--- src/pkg/synth_latch_defs.svh ---
/*
 * Holds bit positions, selector codes and widths of the programming latches.
 * Assumes inclusion by bare name from the package and the design modules.
 */
`ifndef SYNTH_LATCH_DEFS_SVH
`define SYNTH_LATCH_DEFS_SVH

`define WORD_W          24
`define CNT_W           5
`define SEL_CONTROL     2'h0
`define SEL_REFERENCE   2'h1
`define SEL_FEEDBACK    2'h2
`define SEL_TEST        2'h3
// control latch fields
`define CTL_CORE_LO     2
`define CTL_CLEAR       4
`define CTL_MUX_LO      5
`define CTL_POL         8
`define CTL_TRI         9
`define CTL_GAIN        10
`define CTL_MUTE        11
`define CTL_LEVEL_LO    12
`define CTL_CURA_LO     14
`define CTL_CURB_LO     17
`define CTL_PDEN        20
`define CTL_PDSYNC      21
`define CTL_MOD_LO      22
// reference latch fields
`define REF_DIV_LO      2
`define REF_ABP_LO      16
`define REF_LDP         18
`define REF_TMB         19
`define REF_BSC_LO      20
// feedback latch fields
`define FB_SWALLOW_LO   2
`define FB_RSV          7
`define FB_MAIN_LO      8
`define FB_GAIN         21
`define FB_HALVE_EN     22
`define FB_HALVE_SEL    23
// reset values of the latches
`define WORD_RESET      24'h000000
// powerdown sync: edges of reference divider output after strobe
`define SYNC_EDGES      2'h2

`endif

--- src/pkg/synth_latch_pkg.sv ---
/*
 * Types shared by the latch bank and its serial front end.
 * Assumes the defines header is on the include path.
 */
package synth_latch_pkg;
    `include "synth_latch_defs.svh"

    typedef enum logic [1:0] {
        MOD_8_9   = 2'h0,
        MOD_16_17 = 2'h1,
        MOD_32_33 = 2'h2
    } modulus_t;

    typedef enum logic [2:0] {
        PD_RUN  = 3'h1,
        PD_WAIT = 3'h2,
        PD_DOWN = 3'h4
    } pd_state_t;

    typedef logic [`WORD_W-1:0] word_t;
endpackage : synth_latch_pkg

--- src/pkg/serial_word_if.sv ---
/*
 * Carries a completed serial word from the front end to the latch bank.
 * Assumes both ends share clk_sys.
 */
interface serial_word_if;
    import synth_latch_pkg::*;
    word_t word;
    logic  wordStrobe;
    modport front (output word, output wordStrobe);
    modport bank  (input  word, input  wordStrobe);
endinterface : serial_word_if

--- src/hw/serial_front.sv ---
/*
 * Synchronises the three serial pins and shifts the word in.
 * Assumes pins are asynchronous to clk_sys and slow against it.
 */
`include "synth_latch_defs.svh"
module serial_front
    import synth_latch_pkg::*;
(
    // clock and reset
    input  wire logic  clk_sys,
    input  wire logic  srst,
    // serial pins
    input  wire logic  serialClk,
    input  wire logic  serialData,
    input  wire logic  loadStrobe,
    // word out
    serial_word_if.front wordOut
);
    import synth_latch_pkg::*;

    logic [2:0] clkSync_ff;
    logic [2:0] datSync_ff;
    logic [2:0] leSync_ff;
    logic       clkLvl_ff;
    logic       leLvl_ff;
    word_t      shift_ff;
    logic       strobe_ff;
    logic [2:0] nxt_clkSync;
    logic [2:0] nxt_datSync;
    logic [2:0] nxt_leSync;
    logic       nxt_clkLvl;
    logic       nxt_leLvl;
    word_t      nxt_shift;
    logic       nxt_strobe;

    // a change counts once the second and third stages agree
    always_comb begin
        nxt_clkSync = {clkSync_ff[1:0], serialClk};
        nxt_datSync = {datSync_ff[1:0], serialData};
        nxt_leSync  = {leSync_ff[1:0], loadStrobe};
        nxt_clkLvl  = clkLvl_ff;
        nxt_leLvl   = leLvl_ff;
        nxt_shift   = shift_ff;
        nxt_strobe  = 1'b0;
        if (clkSync_ff[1] == clkSync_ff[2]) begin
            nxt_clkLvl = clkSync_ff[2];
        end
        if (leSync_ff[1] == leSync_ff[2]) begin
            nxt_leLvl = leSync_ff[2];
        end
        if (nxt_clkLvl && !clkLvl_ff) begin
            nxt_shift = {shift_ff[`WORD_W-2:0], datSync_ff[2]};
        end
        if (nxt_leLvl && !leLvl_ff) begin
            nxt_strobe = 1'b1;
        end
    end

    // register stage; shifting keeps going in powerdown
    always_ff @(posedge clk_sys) begin
        if (srst) begin
            clkSync_ff <= 3'h0;
            datSync_ff <= 3'h0;
            leSync_ff  <= 3'h0;
            clkLvl_ff  <= 1'b0;
            leLvl_ff   <= 1'b0;
            shift_ff   <= `WORD_RESET;
            strobe_ff  <= 1'b0;
        end else begin
            clkSync_ff <= nxt_clkSync;
            datSync_ff <= nxt_datSync;
            leSync_ff  <= nxt_leSync;
            clkLvl_ff  <= nxt_clkLvl;
            leLvl_ff   <= nxt_leLvl;
            shift_ff   <= nxt_shift;
            strobe_ff  <= nxt_strobe;
        end
    end

    assign wordOut.word       = shift_ff;
    assign wordOut.wordStrobe = strobe_ff;
endmodule : serial_front

--- src/hw/synth_latch_programming.sv ---
/*
 * Programming latches of an integer-N synthesizer: serial word intake,
 * latch routing, field decode and the two powerdown modes.
 * Assumes a host drives clock, data and load strobe pins; the reference
 * divider output arrives as an asynchronous pin.
 */
`include "synth_latch_defs.svh"
module synth_latch_programming
    import synth_latch_pkg::*;
(
    // clock and reset
    input  wire logic  clk_sys,
    input  wire logic  srst,
    // serial programming pins
    input  wire logic  serialClk,
    input  wire logic  serialData,
    input  wire logic  loadStrobe,
    // reference divider output, timing source for synchronous powerdown
    input  wire logic  refDivOut,
    // decoded control fields
    output synth_latch_pkg::modulus_t modulus,
    output logic [1:0] coreLevel,
    output logic       dividerClear,
    output logic [2:0] outmuxSel,
    output logic       detectorPolarity,
    output logic       pumpGainSelect,
    output logic       muteUntilLocked,
    output logic [1:0] outputLevel,
    output logic [2:0] pumpCurrentA,
    output logic [2:0] pumpCurrentB,
    // decoded reference fields
    output logic [13:0] refDivide,
    output logic [1:0] backlashWidth,
    output logic       lockPrecision,
    output logic       testBit,
    output logic [1:0] bandClockDiv,
    // decoded feedback fields
    output logic [4:0] swallowCount,
    output logic [12:0] mainCount,
    output logic       fbPumpGain,
    output logic       halveOutputEnable,
    output logic       halveOutputSelect,
    output logic       bandSelectStart,
    // powerdown effects
    output logic       poweredDown,
    output logic       countersLoadState,
    output logic       pumpTristate,
    output logic       lockDetectReset,
    output logic       refBufferEnable,
    output logic       rfInputBiased,
    output logic       biasCurrentEnable
);
    import synth_latch_pkg::*;

    serial_word_if wordLink ();

    serial_front u_front (
        .clk_sys    (clk_sys),
        .srst       (srst),
        .serialClk  (serialClk),
        .serialData (serialData),
        .loadStrobe (loadStrobe),
        .wordOut    (wordLink.front)
    );

    //--------------------------------------------------------------
    // reference edge detection
    //--------------------------------------------------------------
    logic [2:0] refSync_ff;
    logic       refLvl_ff;
    logic [2:0] nxt_refSync;
    logic       nxt_refLvl;
    logic       refRise;

    // three stages, then agreement of the last two
    always_comb begin
        nxt_refSync = {refSync_ff[1:0], refDivOut};
        nxt_refLvl  = refLvl_ff;
        if (refSync_ff[1] == refSync_ff[2]) begin
            nxt_refLvl = refSync_ff[2];
        end
        refRise = nxt_refLvl && !refLvl_ff;
    end

    always_ff @(posedge clk_sys) begin
        if (srst) begin
            refSync_ff <= 3'h0;
            refLvl_ff  <= 1'b0;
        end else begin
            refSync_ff <= nxt_refSync;
            refLvl_ff  <= nxt_refLvl;
        end
    end

    //--------------------------------------------------------------
    // latches and powerdown sequencing
    //--------------------------------------------------------------
    word_t      ctl_ff;
    word_t      ref_ff;
    word_t      fb_ff;
    pd_state_t  pd_ff;
    logic [1:0] edgeCnt_ff;
    logic       bandStart_ff;
    word_t      nxt_ctl;
    word_t      nxt_ref;
    word_t      nxt_fb;
    pd_state_t  nxt_pd;
    logic [1:0] nxt_edgeCnt;
    logic       nxt_bandStart;
    logic       ctlLoad;
    logic       pdEn;
    logic       pdSync;

    always_comb begin
        nxt_ctl       = ctl_ff;
        nxt_ref       = ref_ff;
        nxt_fb        = fb_ff;
        nxt_bandStart = 1'b0;
        ctlLoad       = 1'b0;
        // route by selector; test latch code is dropped
        if (wordLink.wordStrobe) begin
            case (wordLink.word[1:0])
                `SEL_CONTROL: begin
                    nxt_ctl = wordLink.word;
                    ctlLoad = 1'b1;
                end
                `SEL_REFERENCE: nxt_ref = wordLink.word;
                `SEL_FEEDBACK: begin
                    nxt_fb        = wordLink.word;
                    nxt_bandStart = 1'b1;
                end
                default: ;
            endcase
        end
        pdEn   = nxt_ctl[`CTL_PDEN];
        pdSync = nxt_ctl[`CTL_PDSYNC];
        nxt_pd      = pd_ff;
        nxt_edgeCnt = edgeCnt_ff;
        case (pd_ff)
            PD_RUN, PD_DOWN: begin
                if (!pdEn) begin
                    nxt_pd = PD_RUN;
                end else if (ctlLoad && !pdSync) begin
                    nxt_pd = PD_DOWN;
                end else if (ctlLoad) begin
                    nxt_pd      = (pd_ff == PD_DOWN) ? PD_DOWN : PD_WAIT;
                    nxt_edgeCnt = 2'h0;
                end
            end
            PD_WAIT: begin
                if (!pdEn) begin
                    nxt_pd = PD_RUN;
                end else if (ctlLoad && !pdSync) begin
                    nxt_pd = PD_DOWN;
                end else if (ctlLoad) begin
                    nxt_edgeCnt = 2'h0;
                end else if (refRise) begin
                    nxt_edgeCnt = edgeCnt_ff + 2'h1;
                    if (edgeCnt_ff + 2'h1 == `SYNC_EDGES) begin
                        nxt_pd = PD_DOWN;
                    end
                end
            end
            default: nxt_pd = PD_RUN;
        endcase
    end

    // latching stays live whatever the powerdown state
    always_ff @(posedge clk_sys) begin
        if (srst) begin
            ctl_ff       <= `WORD_RESET;
            ref_ff       <= `WORD_RESET;
            fb_ff        <= `WORD_RESET;
            pd_ff        <= PD_RUN;
            edgeCnt_ff   <= 2'h0;
            bandStart_ff <= 1'b0;
        end else begin
            ctl_ff       <= nxt_ctl;
            ref_ff       <= nxt_ref;
            fb_ff        <= nxt_fb;
            pd_ff        <= nxt_pd;
            edgeCnt_ff   <= nxt_edgeCnt;
            bandStart_ff <= nxt_bandStart;
        end
    end

    //--------------------------------------------------------------
    // field decode, straight from latch flops
    //--------------------------------------------------------------
    logic down;
    assign down = (pd_ff == PD_DOWN);

    // codes 10 and 11 both give 32/33
    assign modulus = ctl_ff[`CTL_MOD_LO+1] ? MOD_32_33 :
                     (ctl_ff[`CTL_MOD_LO] ? MOD_16_17 : MOD_8_9);
    assign coreLevel        = ctl_ff[`CTL_CORE_LO +: 2];
    assign dividerClear     = ctl_ff[`CTL_CLEAR];
    assign outmuxSel        = ctl_ff[`CTL_MUX_LO +: 3];
    assign detectorPolarity = ctl_ff[`CTL_POL];
    assign pumpGainSelect   = ctl_ff[`CTL_GAIN];
    assign muteUntilLocked  = ctl_ff[`CTL_MUTE];
    assign outputLevel      = ctl_ff[`CTL_LEVEL_LO +: 2];
    assign pumpCurrentA     = ctl_ff[`CTL_CURA_LO +: 3];
    assign pumpCurrentB     = ctl_ff[`CTL_CURB_LO +: 3];
    assign refDivide        = ref_ff[`REF_DIV_LO +: 14];
    assign backlashWidth    = ref_ff[`REF_ABP_LO +: 2];
    assign lockPrecision    = ref_ff[`REF_LDP];
    assign testBit          = ref_ff[`REF_TMB];
    assign bandClockDiv     = ref_ff[`REF_BSC_LO +: 2];
    // feedback field slices; reserved bit ignored
    assign swallowCount      = fb_ff[`FB_SWALLOW_LO +: 5];
    assign mainCount         = fb_ff[`FB_MAIN_LO +: 13];
    assign fbPumpGain        = fb_ff[`FB_GAIN];
    assign halveOutputEnable = fb_ff[`FB_HALVE_EN];
    assign halveOutputSelect = fb_ff[`FB_HALVE_SEL];
    assign bandSelectStart   = bandStart_ff;

    // powerdown effects follow the state flop; the clear and three-state bits also drive countersLoadState and pumpTristate
    assign poweredDown       = down;
    assign countersLoadState = down | ctl_ff[`CTL_CLEAR];
    assign pumpTristate      = down | ctl_ff[`CTL_TRI];
    assign lockDetectReset   = down;
    assign refBufferEnable   = !down;
    assign rfInputBiased     = !down;
    assign biasCurrentEnable = !down;
endmodule : synth_latch_programming

--- config.mk ---
export PLATFORM = sky130hd
export DESIGN_NAME = synth_latch_programming
export DESIGN_NICKNAME = d
export VERILOG_FILES = /design/src/pkg/synth_latch_pkg.sv /design/src/pkg/serial_word_if.sv /design/src/hw/serial_front.sv /design/src/hw/synth_latch_programming.sv
export VERILOG_INCLUDE_DIRS = /design/src /design/src/pkg
export SDC_FILE = /design/constraint.sdc
export NUM_CORES = 1
export LEC_CHECK = 0
export ABC_CLOCK_PERIOD_IN_PS = 2200
export BUFFER_PORTS_ARGS = -buffer_cell sky130_fd_sc_hd__clkbuf_2
export CAP_MARGIN = 20
export CORE_UTILIZATION = 54
export CTS_BUF_LIST = sky130_fd_sc_hd__clkbuf_8 sky130_fd_sc_hd__clkbuf_16
export CTS_CLUSTER_DIAMETER = 40
export DETAILED_ROUTE_END_ITERATION = 10
export PLACE_DENSITY_LB_ADDON = 0.3
export SLEW_MARGIN = 20
export SYNTH_ARGS = -nofsm -noshare
export SYNTH_HDL_FRONTEND = slang
export SYNTH_SLANG_ARGS = --single-unit
--- constraint.sdc ---
create_clock -name clk_sys -period 2.2 [get_ports clk_sys]
set_clock_uncertainty 0.1 [all_clocks]
set_input_delay 0 -clock clk_sys [delete_from_list [all_inputs] [get_ports clk_sys]]
set_output_delay 0 -clock clk_sys [all_outputs]
set_load 0.01 [all_outputs]
==> metrics.md, run 1 <==
| Metric | Value |
|---|---|
| Wire length per cell | roughly 14 um |
| Core Footprint | between 6000 and 7000 um2 |
| Register area | 2162 um2 |
| RSZ-0062 raised after global routing | no |
| Crit path capture type | register |
| Max Cap Viol | 0 |
| Worst Path Buf+Inv | 1 |
| Leak pwr | 1.744 nW |
| Yosys cell types | 35 |
| First-pass GRT wire length | approximately 14000 um |
| CTS H-tree lvls | 3 |
| Hold WC Path Type | in2reg |
| CP top delay family | simple AND/OR/NAND/NOR gates |
| 1st-pass router iterations | 4 |
| Final ANT Viol Nets | 0 |
| Sequential-to-total area share from yosys stat | a little over half |
| VDD IR max | 0.4246 mV |
| DRT Wirelength | 8912 um |
| Register share of total power | 60.3% |
| CTS max path bufs | 2 |
| WP data required | 2.34 ns |
| Vias in the first global route | around 2.9k |
| Synth Cell Area | slightly below 4000 um2 |
| Worst-path maximum fanout | 28 |
| Startpoint Class | register |
| Die Ht | about 90 um |
| Starting Density | a little under three fifths |
| Setup Viol. Count Final | 0 |
| CTS Buf Count | 9 |
| Nets@finish | roughly 550 |
| Internal Power | 2.576 mW |
| Worst Tran Pin Value | 0.5394 ns |
| Top cells by area, synth | dfxtp_1 (54%), nand2_1 (17%), a21oi_1 (11%), buf_4 (3.2%), clkbuf_1 (2.5%) |
| Ant diodes | 0 |
| Clock share of power | between 30% and 40% |
| CP max stage cell | or3b_4 |
| Flops & latches, synth | 108 |
| Pwr per Cell Area | between 700 and 800 nW/um2 |
| Reg clk slew, reported paths | approximately 0.090 ns |
| GPL Wtd Cong | just over 0.9 |
| Synth Area in XOR/XNOR | less than 1% |
| Yosys warns | 0 |
| Sw Ratio | 21.00% |
| Final hold slack | 0.2747 ns |
| Synthesis-to-finish area growth | 15.83% |
| Worst-Skew Late Latency | between 0.3 and 0.4 ns |
| PortBufs | between 70 and 80 |
| Num rows | 30 |
| Share of cells above drive strength 1 | between 20% and 30% |
| Synth Instances | ~480 |
| Initial detailed-routing violation count | 244 |
| Fin. Hold Viols | 0 |
| Largest family of logic cells by synthesized area | simple AND/OR/NAND/NOR gates |
| Die Width | between 80 and 90 um |
| Minimum clock period | roughly 1.9 ns |
| Worst EP arrival | 2.00 ns |
| Critical path type | reg2reg |
| Status | finished, final reports clean |
| Vias per std cell | between 5 and 6 |
| Post-Syn Nets | ~490 |
| F_max | 538.0 MHz |
| Filler cells | just under 600 |
| Max stage delay on crit path | roughly 0.44 ns |
| Combinational Power Share | between 1.5 and 2% |
| Post-synthesis simple-gate area fraction | between 20% and 30% |
| Average size of a mapped cell | between 8 and 9 um2 |
| Sw Pwr | 0.6846 mW |
| Complex-gate fraction of the synthesized area | 14.70% |
| Adder-Cell Fraction of Synth Area | less than 1% |
| Postcts setup bufs | 0 |
| Slew Limit Fails | 0 |
| Initial antenna violation count | 0 |
| CTS Sinks | about 110 |
| HPWL after DPL | just under 6000 um |
| Hold buffers post-CTS | 7 |
| CP cell instances | or3b_4 > buf_4 > a32oi_1 > a2bb2oi_1 > nor3_1 |
| Setup TNS | 0 ns |
| Post-cts resize count | 0 |
| Via count | between 3k and 4k |
| Largest net degree at the start of global routing | 53 |
| Residual DRC | 0 |
| Total track usage | between 20% and 30% |
| Die Area | just under 8000 um2 |
| Mux share of post-synthesis cell area | 0.6295% |
| Overflow after GRT | 0 |
| CTS root buf | clkbuf_8 |
| Synth area leader | dfxtp_1 |
| Area of the multi-input gates | approximately 1600 um2 |
| CTS tree | yes |
| Period utilization | between 80 and 90% |
| Share of Yosys cell area claimed by the top area cell type | 54.39% |
| Rel. slew slack | between 60% and 70% |
| Ports | 74 |
[placed cells by master, fill, tap and decap left out, types with 2 or more instances in the layout]
master         instances
clkinv_4               2
buf_4                 15
clkbuf_2              72
o2111ai_1              2
dfxtp_1              108
a21oi_1               89
nor3b_2                2
nor2b_1               13
nand3b_1               2
nor3b_1                2
and3b_1                2
nand4b_1               2
dlygate4sd3_1          7
clkbuf_8              11
a211oi_1               2
nand2_1              177
nor3_1                 3
or2_2                  4
nor2_1                 6
inv_1                  4
o21ai_0                4
[cell usage after synthesis, drive strengths merged]
| cell type | instances |
|---|---|
| nor2b | 13 |
| nand4b | 2 |
| nand3b | 2 |
| a2111oi | 1 |
| o21ai | 4 |
| dfxtp | 108 |
| mux2 | 1 |
| o211ai | 1 |
| a211oi | 2 |
| nor2 | 6 |
| nor4bb | 1 |
| or2 | 4 |
| nand2 | 177 |
| o2111ai | 2 |
| nor3b | 4 |
| o21a | 1 |
| inv | 3 |
| ha | 1 |
| xnor2 | 1 |
| a2bb2oi | 1 |
| and3b | 2 |
| nor3 | 3 |
| or3b | 1 |
| a32oi | 1 |
| o211a | 1 |
| a21boi | 1 |
| nand2b | 1 |
| buf | 21 |
| mux2i | 1 |
| a311oi | 1 |
| clkbuf | 27 |
| a21oi | 89 |
[sequential cells by signal (all words and copies together), names as in the netlist, 2 cells and up]
signal                count
fb_ff                    21
edgeCnt_ff                2
u_front.datSync_ff        3
u_front.wordOut.word     24
u_front.leSync_ff         3
ref_ff                   20
ctl_ff                   21
refSync_ff                3
u_front.clkSync_ff        3
pd_ff                     3
[tightest hold or removal path, stage by stage]
cell	delay, ns
dlygate4sd3_1	0.52
clkbuf_2	0.09
nor2b_1	0.10
[path summary, 6_finish.rpt]
check | start | end | slack [ns] | cells past startpoint
worst max register to register | u_front.wordOut.word[0] | pd_ff[1] | 0.34 | 5
worst max-delay path | u_front.wordOut.word[0] | pd_ff[1] | 0.34 | 5
worst min-delay path | refDivOut | refSync_ff[0] | 0.27 | 3
worst min register to register | u_front.leLvl_ff | u_front.wordOut.wordStrobe | 0.33 | 1
[cell families after synthesis]
kind of cell             Yosys count
multiplexers                       2
AO/OA/AOI/OAI                    105
flip-flops                       108
XOR/XNOR                           1
buffers and inverters             51
adder cells (fa/ha/maj)            1
AND/OR/NAND/NOR                  216
[power groups by stage]
stage / logic (mW) / clock network, mW / registers [mW]
6_report: 0.0589 / 1.24 / 1.97
5_1_grt: 0.0638 / 1.34 / 1.97
4_1_cts: 0.0582 / 1.26 / 1.97
3_5_place_dp: 0.0487 / 0 / 2.01
3_3_place_gp: 0.0475 / 0 / 2.01
2_1_floorplan: 0.0351 / 0 / 2.01
[cell type report]
| class | count | share of cell area, % |
|---|---|---|
| sequential | 108 | 46.96 |
| multi-input combinational | 325 | 33.80 |
| timing repair buffer | 94 | 11.79 |
| clock buffer | 11 | 3.288 |
| tap | 96 | 2.609 |
| clock inverter | 5 | 1.304 |
| inverter | 3 | 0.2446 |
[stage by stage]
step / power (mW) / cells / util, % / area, um2 / setup slack, ns
2_1_floorplan: 2.046 / 484 / - / 3975 / 0.4978
3_3_place_gp: 2.059 / 619 / 62.25 / 4323 / 0.4265
3_5_place_dp: 2.060 / 619 / 62.25 / 4323 / 0.3685
4_1_cts: 3.279 / 642 / 66.31 / 4604 / 0.3453
5_1_grt: 3.368 / 642 / 66.31 / 4604 / 0.2267
6_report: 3.261 / 642 / 66.31 / 4604 / 0.3412
[metal layers]
metal | global-route usage (%) | share of wire [%] | up-vias
li1 | - | - | 1670
met1 | 29.96 | 43 | 1582
met2 | 39.96 | 49 | 126
met3 | 6.880 | 6.8 | 15
met4 | 6.259 | 1.2 | 0
met5 | 0 | 0 | -
(Power assumes the default switching activity.)
==> run 2, diff against run 1 <==
--- a/config.mk
+++ b/config.mk
@@ -6,7 +6,7 @@
 export SDC_FILE = /design/constraint.sdc
 export NUM_CORES = 1
 export LEC_CHECK = 0
-export ABC_CLOCK_PERIOD_IN_PS = 2200
+export ABC_CLOCK_PERIOD_IN_PS = 1800
 export BUFFER_PORTS_ARGS = -buffer_cell sky130_fd_sc_hd__clkbuf_2
 export CAP_MARGIN = 20
 export CORE_UTILIZATION = 54
==> constraint.sdc (replaced) <==
create_clock -name clk_sys -period 1.8 [get_ports clk_sys]
set_clock_uncertainty 0.1 [all_clocks]
set_input_delay 0 -clock clk_sys [delete_from_list [all_inputs] [get_ports clk_sys]]
set_output_delay 0 -clock clk_sys [all_outputs]
set_load 0.01 [all_outputs]
==> run 2 against run 1 <==
Sequential power up 22%. Non-clock buffer count up 5. Via count down 0.38%. Total power up 22%. Wire length down 1.5%. Clock power up 23%. Die area unchanged. Cell area up 1.4%. First-iteration DRC count down 13%. Core utilization up 0.94 points. Critical endpoint is now pd_ff[2]. Largest power group unchanged.
==> metrics.md, run 2 (synthesized netlist as in run 1, its figures left out) <==
| Metric | Value |
|---|---|
| Status | finished, final reports clean |
| HP Start | refDivOut |
| Startpoint Class | register |
| Overflow after GRT | 0 (unchanged) |
| Clock share of power | 38.0% (about the same) |
| Die Area | 7708 um2 (unchanged) |
| Worst-Skew Late Latency | 0.36 ns (about the same) |
| Share of cells above drive strength 1 | 21.96% (+1.6 points) |
| PortBufs | 73 (unchanged) |
| Vias per std cell | 5.224 (-1.2%) |
| Hold WC Path Type | in2reg |
| Reg clk slew, reported paths | 0.10 ns (about the same) |
| Register share of total power | 60.2% (about the same) |
| Rel. slew slack | 63.12% (-0.91 points) |
| Nets@finish | 553 (+0.91%) |
| CTS max path bufs | 2 (unchanged) |
| Period utilization | 94.29% (+9.8 points) |
| CTS root buf | clkbuf_8 |
| Crit. Startpoint | u_front.wordOut.wordStrobe |
| Initial antenna violation count | 0 (unchanged) |
| Die Width | 87.80 um (unchanged) |
| Minimum clock period | 1.697 ns (-0.1615 ns) |
| Vias in the first global route | 2983 (+1.3%) |
| Ant diodes | 0 (unchanged) |
| Ports | 74 (unchanged) |
| CTS Buf Count | 9 (unchanged) |
| HPWL after DPL | 5769 um (-2.5%) |
| Final hold slack | 0.2741 ns (-0.0005950 ns) |
| Worst Tran Pin Value | 0.5531 ns (+0.01372 ns) |
| Core Footprint | 6944 um2 (unchanged) |
| Most frequent cells in the layout | nand2_1 (177), dfxtp_1 (108), a21oi_1 (89) |
| Worst r2r src | u_front.wordOut.wordStrobe |
| Total track usage | 23.75% (-0.030 points) |
| Internal Power | 3.123 mW (+21%) |
| Most common cell after layout, fill and taps aside | nand2_1 |
| Num rows | 30 (unchanged) |
| Final ANT Viol Nets | 0 (unchanged) |
| Crit path capture type | register |
| Largest net degree at the start of global routing | 55 (+3.8%) |
| Fin. Hold Viols | 0 (unchanged) |
| CTS tree | yes |
| Combinational Power Share | 1.7% (about the same) |
| Max Cap Viol | 0 (unchanged) |
| GPL Wtd Cong | 0.8437 (-7.7%) |
| Leak pwr | 1.778 nW (+2.0%) |
| Fin worst setup slack | 0.1028 ns (-0.2385 ns) |
| DRT Wirelength | 8778 um (-1.5%) |
| Worst-path maximum fanout | 28 (unchanged) |
| First-pass GRT wire length | 14080 um (+1.6%) |
| VDD IR max | 0.4625 mV (+8.9%) |
| Worst EP arrival | 1.88 ns (-0.12 ns) |
| Wire length per cell | 13.57 um (-2.3%) |
| 1st-pass router iterations | 5 (+1) |
| Max reg flops | 24 (unchanged) |
| Die Ht | 87.80 um (unchanged) |
| Slew Limit Fails | 0 (unchanged) |
| Residual DRC | 0 (unchanged) |
| Starting Density | 57.24% (unchanged) |
| CTS Sinks | 108 (unchanged) |
| Via count | 3380 (-0.38%) |
| CTS H-tree lvls | 3 (unchanged) |
| Setup Viol. Count Final | 0 (unchanged) |
| Pwr per Cell Area | 854.4 nW/um2 (+21%) |
| Sw Ratio | 21.73% (+0.73 points) |
| WP data required | 1.98 ns (-0.36 ns) |
| Synthesis-to-finish area growth | 17.47% |
| Initial detailed-routing violation count | 213 (-13%) |
| Pre-CTS setup slack | 0.08233 ns (-0.2862 ns) |
| Critical path type | reg2reg |
| F_max | 589.2 MHz (+9.5%) |
| Sw Pwr | 0.8670 mW (+27%) |
## run 2: repair_timing
action,CTS,global route
endpoints found under the hold margin,5,0
hold buffers,5,0
setup buffers,0,1
endpoints found under the setup margin,0,3
gates resized for setup,0,4
## run 2: through the flow
| stage | instances | setup TNS, ns | power [mW] | util [%] | area, um2 |
|---|---|---|---|---|---|
| after floorplan | 484 | 0 | 2.500 | - | 3975 |
| final | 647 | 0 | 3.990 | 67.24 | 4669 |
| after detailed placement | 625 | 0 | 2.520 | 63.08 | 4380 |
| after CTS | 646 | 0 | 4.025 | 66.81 | 4639 |
| after global routing | 647 | -0.009593 | 4.154 | 67.24 | 4669 |
| after global placement | 625 | 0 | 2.518 | 63.08 | 4380 |
## run 2: routing by layer
layer / global-route usage (%) / vias to the layer above / wire, um
met5: 0 / - / 0
met1: 31.35 / 1570 / 4068
met3: 3.770 / 9 / 439
li1: - / 1692 / -
met4: 11.03 / 0 / 134
met2: 38.27 / 109 / 4135
## run 2: cell type report
class                           count  area [um2]
Tap cell                           96       120.1
Fill cell                         585        2275
Clock inverter                      6       71.32
Timing Repair Buffer               99       591.8
Sequential cell                   108        2162
Clock buffer                       10       137.6
Inverter                            3       11.26
Multi-Input combinational cell    325        1575
## run 2: final timing paths
path,end,slack (ns),cells after the start
worst max-delay path,pd_ff[2],0.10,5
worst min-delay path,refSync_ff[0],0.27,3
worst max register to register,pd_ff[2],0.10,5
worst min register to register,u_front.wordOut.wordStrobe,0.34,1
## run 2: critical path, cell delays in order, from the launching register on
cell and delay, ns:
dfxtp_1 0.35, or3b_4 0.40, buf_6 0.20, a32oi_2 0.23
a211oi_1 0.11, nor3b_1 0.22
## run 2: power groups by stage
stage	Combinational [mW]	Sequential (mW)	Clock [mW]
after global placement	0.0604	2.46	0
after floorplan	0.0429	2.46	0
after detailed placement	0.0614	2.46	0
final	0.0695	2.40	1.52
after global routing	0.0761	2.41	1.67
after CTS	0.0701	2.40	1.55
==> run 3, diff against run 2 <==
--- a/config.mk
+++ b/config.mk
@@ -6,9 +6,11 @@
 export SDC_FILE = /design/constraint.sdc
 export NUM_CORES = 1
 export LEC_CHECK = 0
+export ABC_AREA = 1
 export ABC_CLOCK_PERIOD_IN_PS = 1800
 export BUFFER_PORTS_ARGS = -buffer_cell sky130_fd_sc_hd__clkbuf_2
 export CAP_MARGIN = 20
+export CORE_ASPECT_RATIO = 2
 export CORE_UTILIZATION = 54
 export CTS_BUF_LIST = sky130_fd_sc_hd__clkbuf_8 sky130_fd_sc_hd__clkbuf_16
 export CTS_CLUSTER_DIAMETER = 40
==> run 3 against run 2 <==
Combinational power rose by 63%. Largest power group unchanged. Critical path depth stayed put. Maximum frequency up 4.7%. Hold slack improved by 0.030 ns. Synthesized cell count down 0.83%. Critical path type is now reg2out. First-iteration DRC count fell by 22%.
==> metrics.md, run 3 <==
| Metric | Value |
|---|---|
| Flops & latches, synth | 108 (unchanged) |
| Minimum clock period | 1.621 ns (-0.07624 ns) |
| Most frequent cells in the layout | dfxtp_1 (108), a21oi_1 (88), clkbuf_2 (73) |
| Via count | 3238 (-4.2%) |
| F_max | 616.9 MHz (+4.7%) |
| Startpoint Class | register |
| CTS Buf Count | 9 (unchanged) |
| Synth Cell Area | 4004 um2 (+0.72%) |
| Max Cap Viol | 0 (unchanged) |
| Setup TNS | 0 ns (unchanged) |
| VDD IR max | 0.8366 mV (+81%) |
| Initial antenna violation count | 0 (unchanged) |
| Worst-Skew Late Latency | 0.34 ns (-0.02 ns) |
| DRT Wirelength | 8184 um (-6.8%) |
| CTS max path bufs | 2 (unchanged) |
| Crit path capture type | output port |
| Total track usage | 22.63% (-1.1 points) |
| Overflow after GRT | 0 (unchanged) |
| PortBufs | 73 (unchanged) |
| Starting Density | 55.52% (-1.7 points) |
| Ports | 74 (unchanged) |
| Pwr per Cell Area | 980.3 nW/um2 (+15%) |
| Yosys cell types | 30 (-14%) |
| CTS H-tree lvls | 3 (unchanged) |
| Leak pwr | 2.002 nW (+13%) |
| Final hold slack | 0.3043 ns (+0.03018 ns) |
| Reg clk slew, reported paths | 0.06 ns (-0.04 ns) |
| Main flop type after synthesis | dfxtp_1 |
| Die Width | 62.89 um (-28%) |
| Top post-synthesis cells by count | dfxtp_1 (108), a21oi_1 (88), inv_1 (64), o21ai_0 (57), o21ai_1 (30) |
| Count leader, synth | dfxtp_1 |
| Final ANT Viol Nets | 0 (unchanged) |
| Filler cells | 629 (+7.5%) |
| 1st-pass router iterations | 5 (unchanged) |
| Sequential-to-total area share from yosys stat | 54.00% (-0.39 points) |
| CTS Sinks | 108 (unchanged) |
| Ant diodes | 0 (unchanged) |
| Vias per std cell | 5.115 (-2.1%) |
| Share of cells above drive strength 1 | 21.44% (-0.52 points) |
| Number of synthesized flops with an enable pin | 0 (unchanged) |
| Die Ht | 123.8 um (+41%) |
| CTS tree | yes |
| Core Footprint | 7212 um2 (+3.9%) |
| Hold WC Path Type | reg2reg |
| WP data required | 1.70 ns (-0.28 ns) |
| Fin. Hold Viols | 0 (unchanged) |
| Clock share of power | 44.9% (+6.9 points) |
| Top cells by area, synth | dfxtp_1 (54%), a21oi_1 (11%), o21ai_0 (7.1%), inv_1 (6.0%), o21ai_1 (3.8%) |
| Worst EP arrival | 1.52 ns (-0.36 ns) |
| Die Area | 7784 um2 (+0.98%) |
| Post-Place Cells | 608 (-2.7%) |
| Initial detailed-routing violation count | 167 (-22%) |
| Sw Ratio | 19.48% (-2.3 points) |
| Slew Limit Fails | 0 (unchanged) |
| Worst-path maximum fanout | 5 (-82%) |
| Async set or reset register ratio after synthesis | 0% (unchanged) |
| Residual DRC | 0 (unchanged) |
| Status | finished, final reports clean |
| RSZ-0062 raised after global routing | no |
| Wire length per cell | 12.93 um (-4.7%) |
| Period utilization | 90.06% (-4.2 points) |
| Max reg flops | 24 (unchanged) |
| Nets@finish | 543 (-1.8%) |
| Most common cell after layout, fill and taps aside | dfxtp_1 |
| Rel. slew slack | 69.56% (+6.4 points) |
| Vias in the first global route | 2999 (+0.54%) |
| Worst Tran Pin Value | 0.4566 ns (-0.09653 ns) |
| Synth area leader | dfxtp_1 |
| Yosys warns | 0 (unchanged) |
| Average size of a mapped cell | 8.341 um2 (+1.6%) |
| Synth Instances | 480 (-0.83%) |
| Critical path type | reg2out |
| Post-Syn Nets | 487 (-0.81%) |
| Num rows | 44 (+47%) |
| Setup Viol. Count Final | 0 (unchanged) |
| Sw Pwr | 0.8937 mW (+3.1%) |
| Internal Power | 3.695 mW (+18%) |
| Non-Filler Instances | 633 (-2.2%) |
| GPL Wtd Cong | 0.8197 (-2.8%) |
| CTS root buf | clkbuf_16 |
| Synthesis-to-finish area growth | 16.91% |
| Combinational Power Share | 2.5% (+0.8 points) |
| Register share of total power | 52.6% (-7.6 points) |
| Share of Yosys cell area claimed by the top area cell type | 54.00% (-0.39 points) |
| Largest net degree at the start of global routing | 58 (+5.5%) |
| HPWL after DPL | 5548 um (-3.8%) |
| First-pass GRT wire length | 13660 um (-3.0%) |
-- run 3: per-stage QoR --
| step | setup slack [ns] | utilization, % | power (mW) | area (um2) |
|---|---|---|---|---|
| floorplan | 0.5221 | - | 2.543 | 4004 |
| global placement | 0.3331 | 59.23 | 2.563 | 4272 |
| detailed placement | 0.3208 | 59.23 | 2.566 | 4272 |
| CTS | 0.07758 | 64.90 | 4.623 | 4681 |
| global route | 0.06662 | 64.90 | 4.749 | 4681 |
| finish | 0.1790 | 64.90 | 4.588 | 4681 |
-- run 3: repair_timing --
item                                   in CTS  in global routing
hold buffers                                9                  0
gates resized for setup                     0                  1
endpoints found under the hold margin      15                  0
buffers inserted                            0                  0
setup endpoints to repair                   0                  1
-- run 3: area by class of cell --
cell class / instances / area [um2] / area share [%]
clock buffer: 10 / 239.0 / 5.106
clock inverter: 6 / 80.08 / 1.711
inverter: 71 / 269.0 / 5.747
multi-input combinational: 256 / 1287 / 27.51
sequential: 108 / 2162 / 46.19
tap: 92 / 115.1 / 2.459
timing repair buffer: 90 / 528.0 / 11.28
-- run 3: kinds of logic after synthesis --
group                    Yosys count  synth area share (%)
AO/OA/AOI/OAI                    177                 22.25
adder cells (fa/ha/maj)            1                0.3125
AND/OR/NAND/NOR                   78                 9.594
flip-flops                       108                 54.00
buffers and inverters            116                 13.84
-- run 3: power by group through the flow --
stage / combinational, mW / clock (mW) / sequential [mW]
final: 0.113 / 2.06 / 2.42
after global routing: 0.130 / 2.20 / 2.42
after CTS: 0.112 / 2.10 / 2.42
after detailed placement: 0.0955 / 0 / 2.47
after global placement: 0.0939 / 0 / 2.47
after floorplan: 0.0755 / 0 / 2.47
-- run 3: worst paths after layout --
path	cells after the start	to	start	slack, ns
max	5	pumpTristate	pd_ff[0]	0.18
min	2	refSync_ff[1]	refSync_ff[0]	0.30
min reg2reg	2	refSync_ff[1]	refSync_ff[0]	0.30
max reg2reg	6	u_front.wordOut.word[2]	u_front.clkLvl_ff	0.31
-- run 3: critical path: stages (launching register included) --
cell and delay, ns:
dfxtp_1 0.40, inv_2 0.06, nand3_1 0.17, inv_2 0.12, or2_2 0.30, clkbuf_2 0.13
-- run 3: layer usage --
metal  GRT usage (%)  part of all wire (%)  vias to the layer above
met5               0                     0                        -
met4           11.63                   2.8                        0
met3           5.861                   3.9                       18
met2           39.11                    52                       79
met1           25.34                    41                     1482
li1                -                     -                     1659
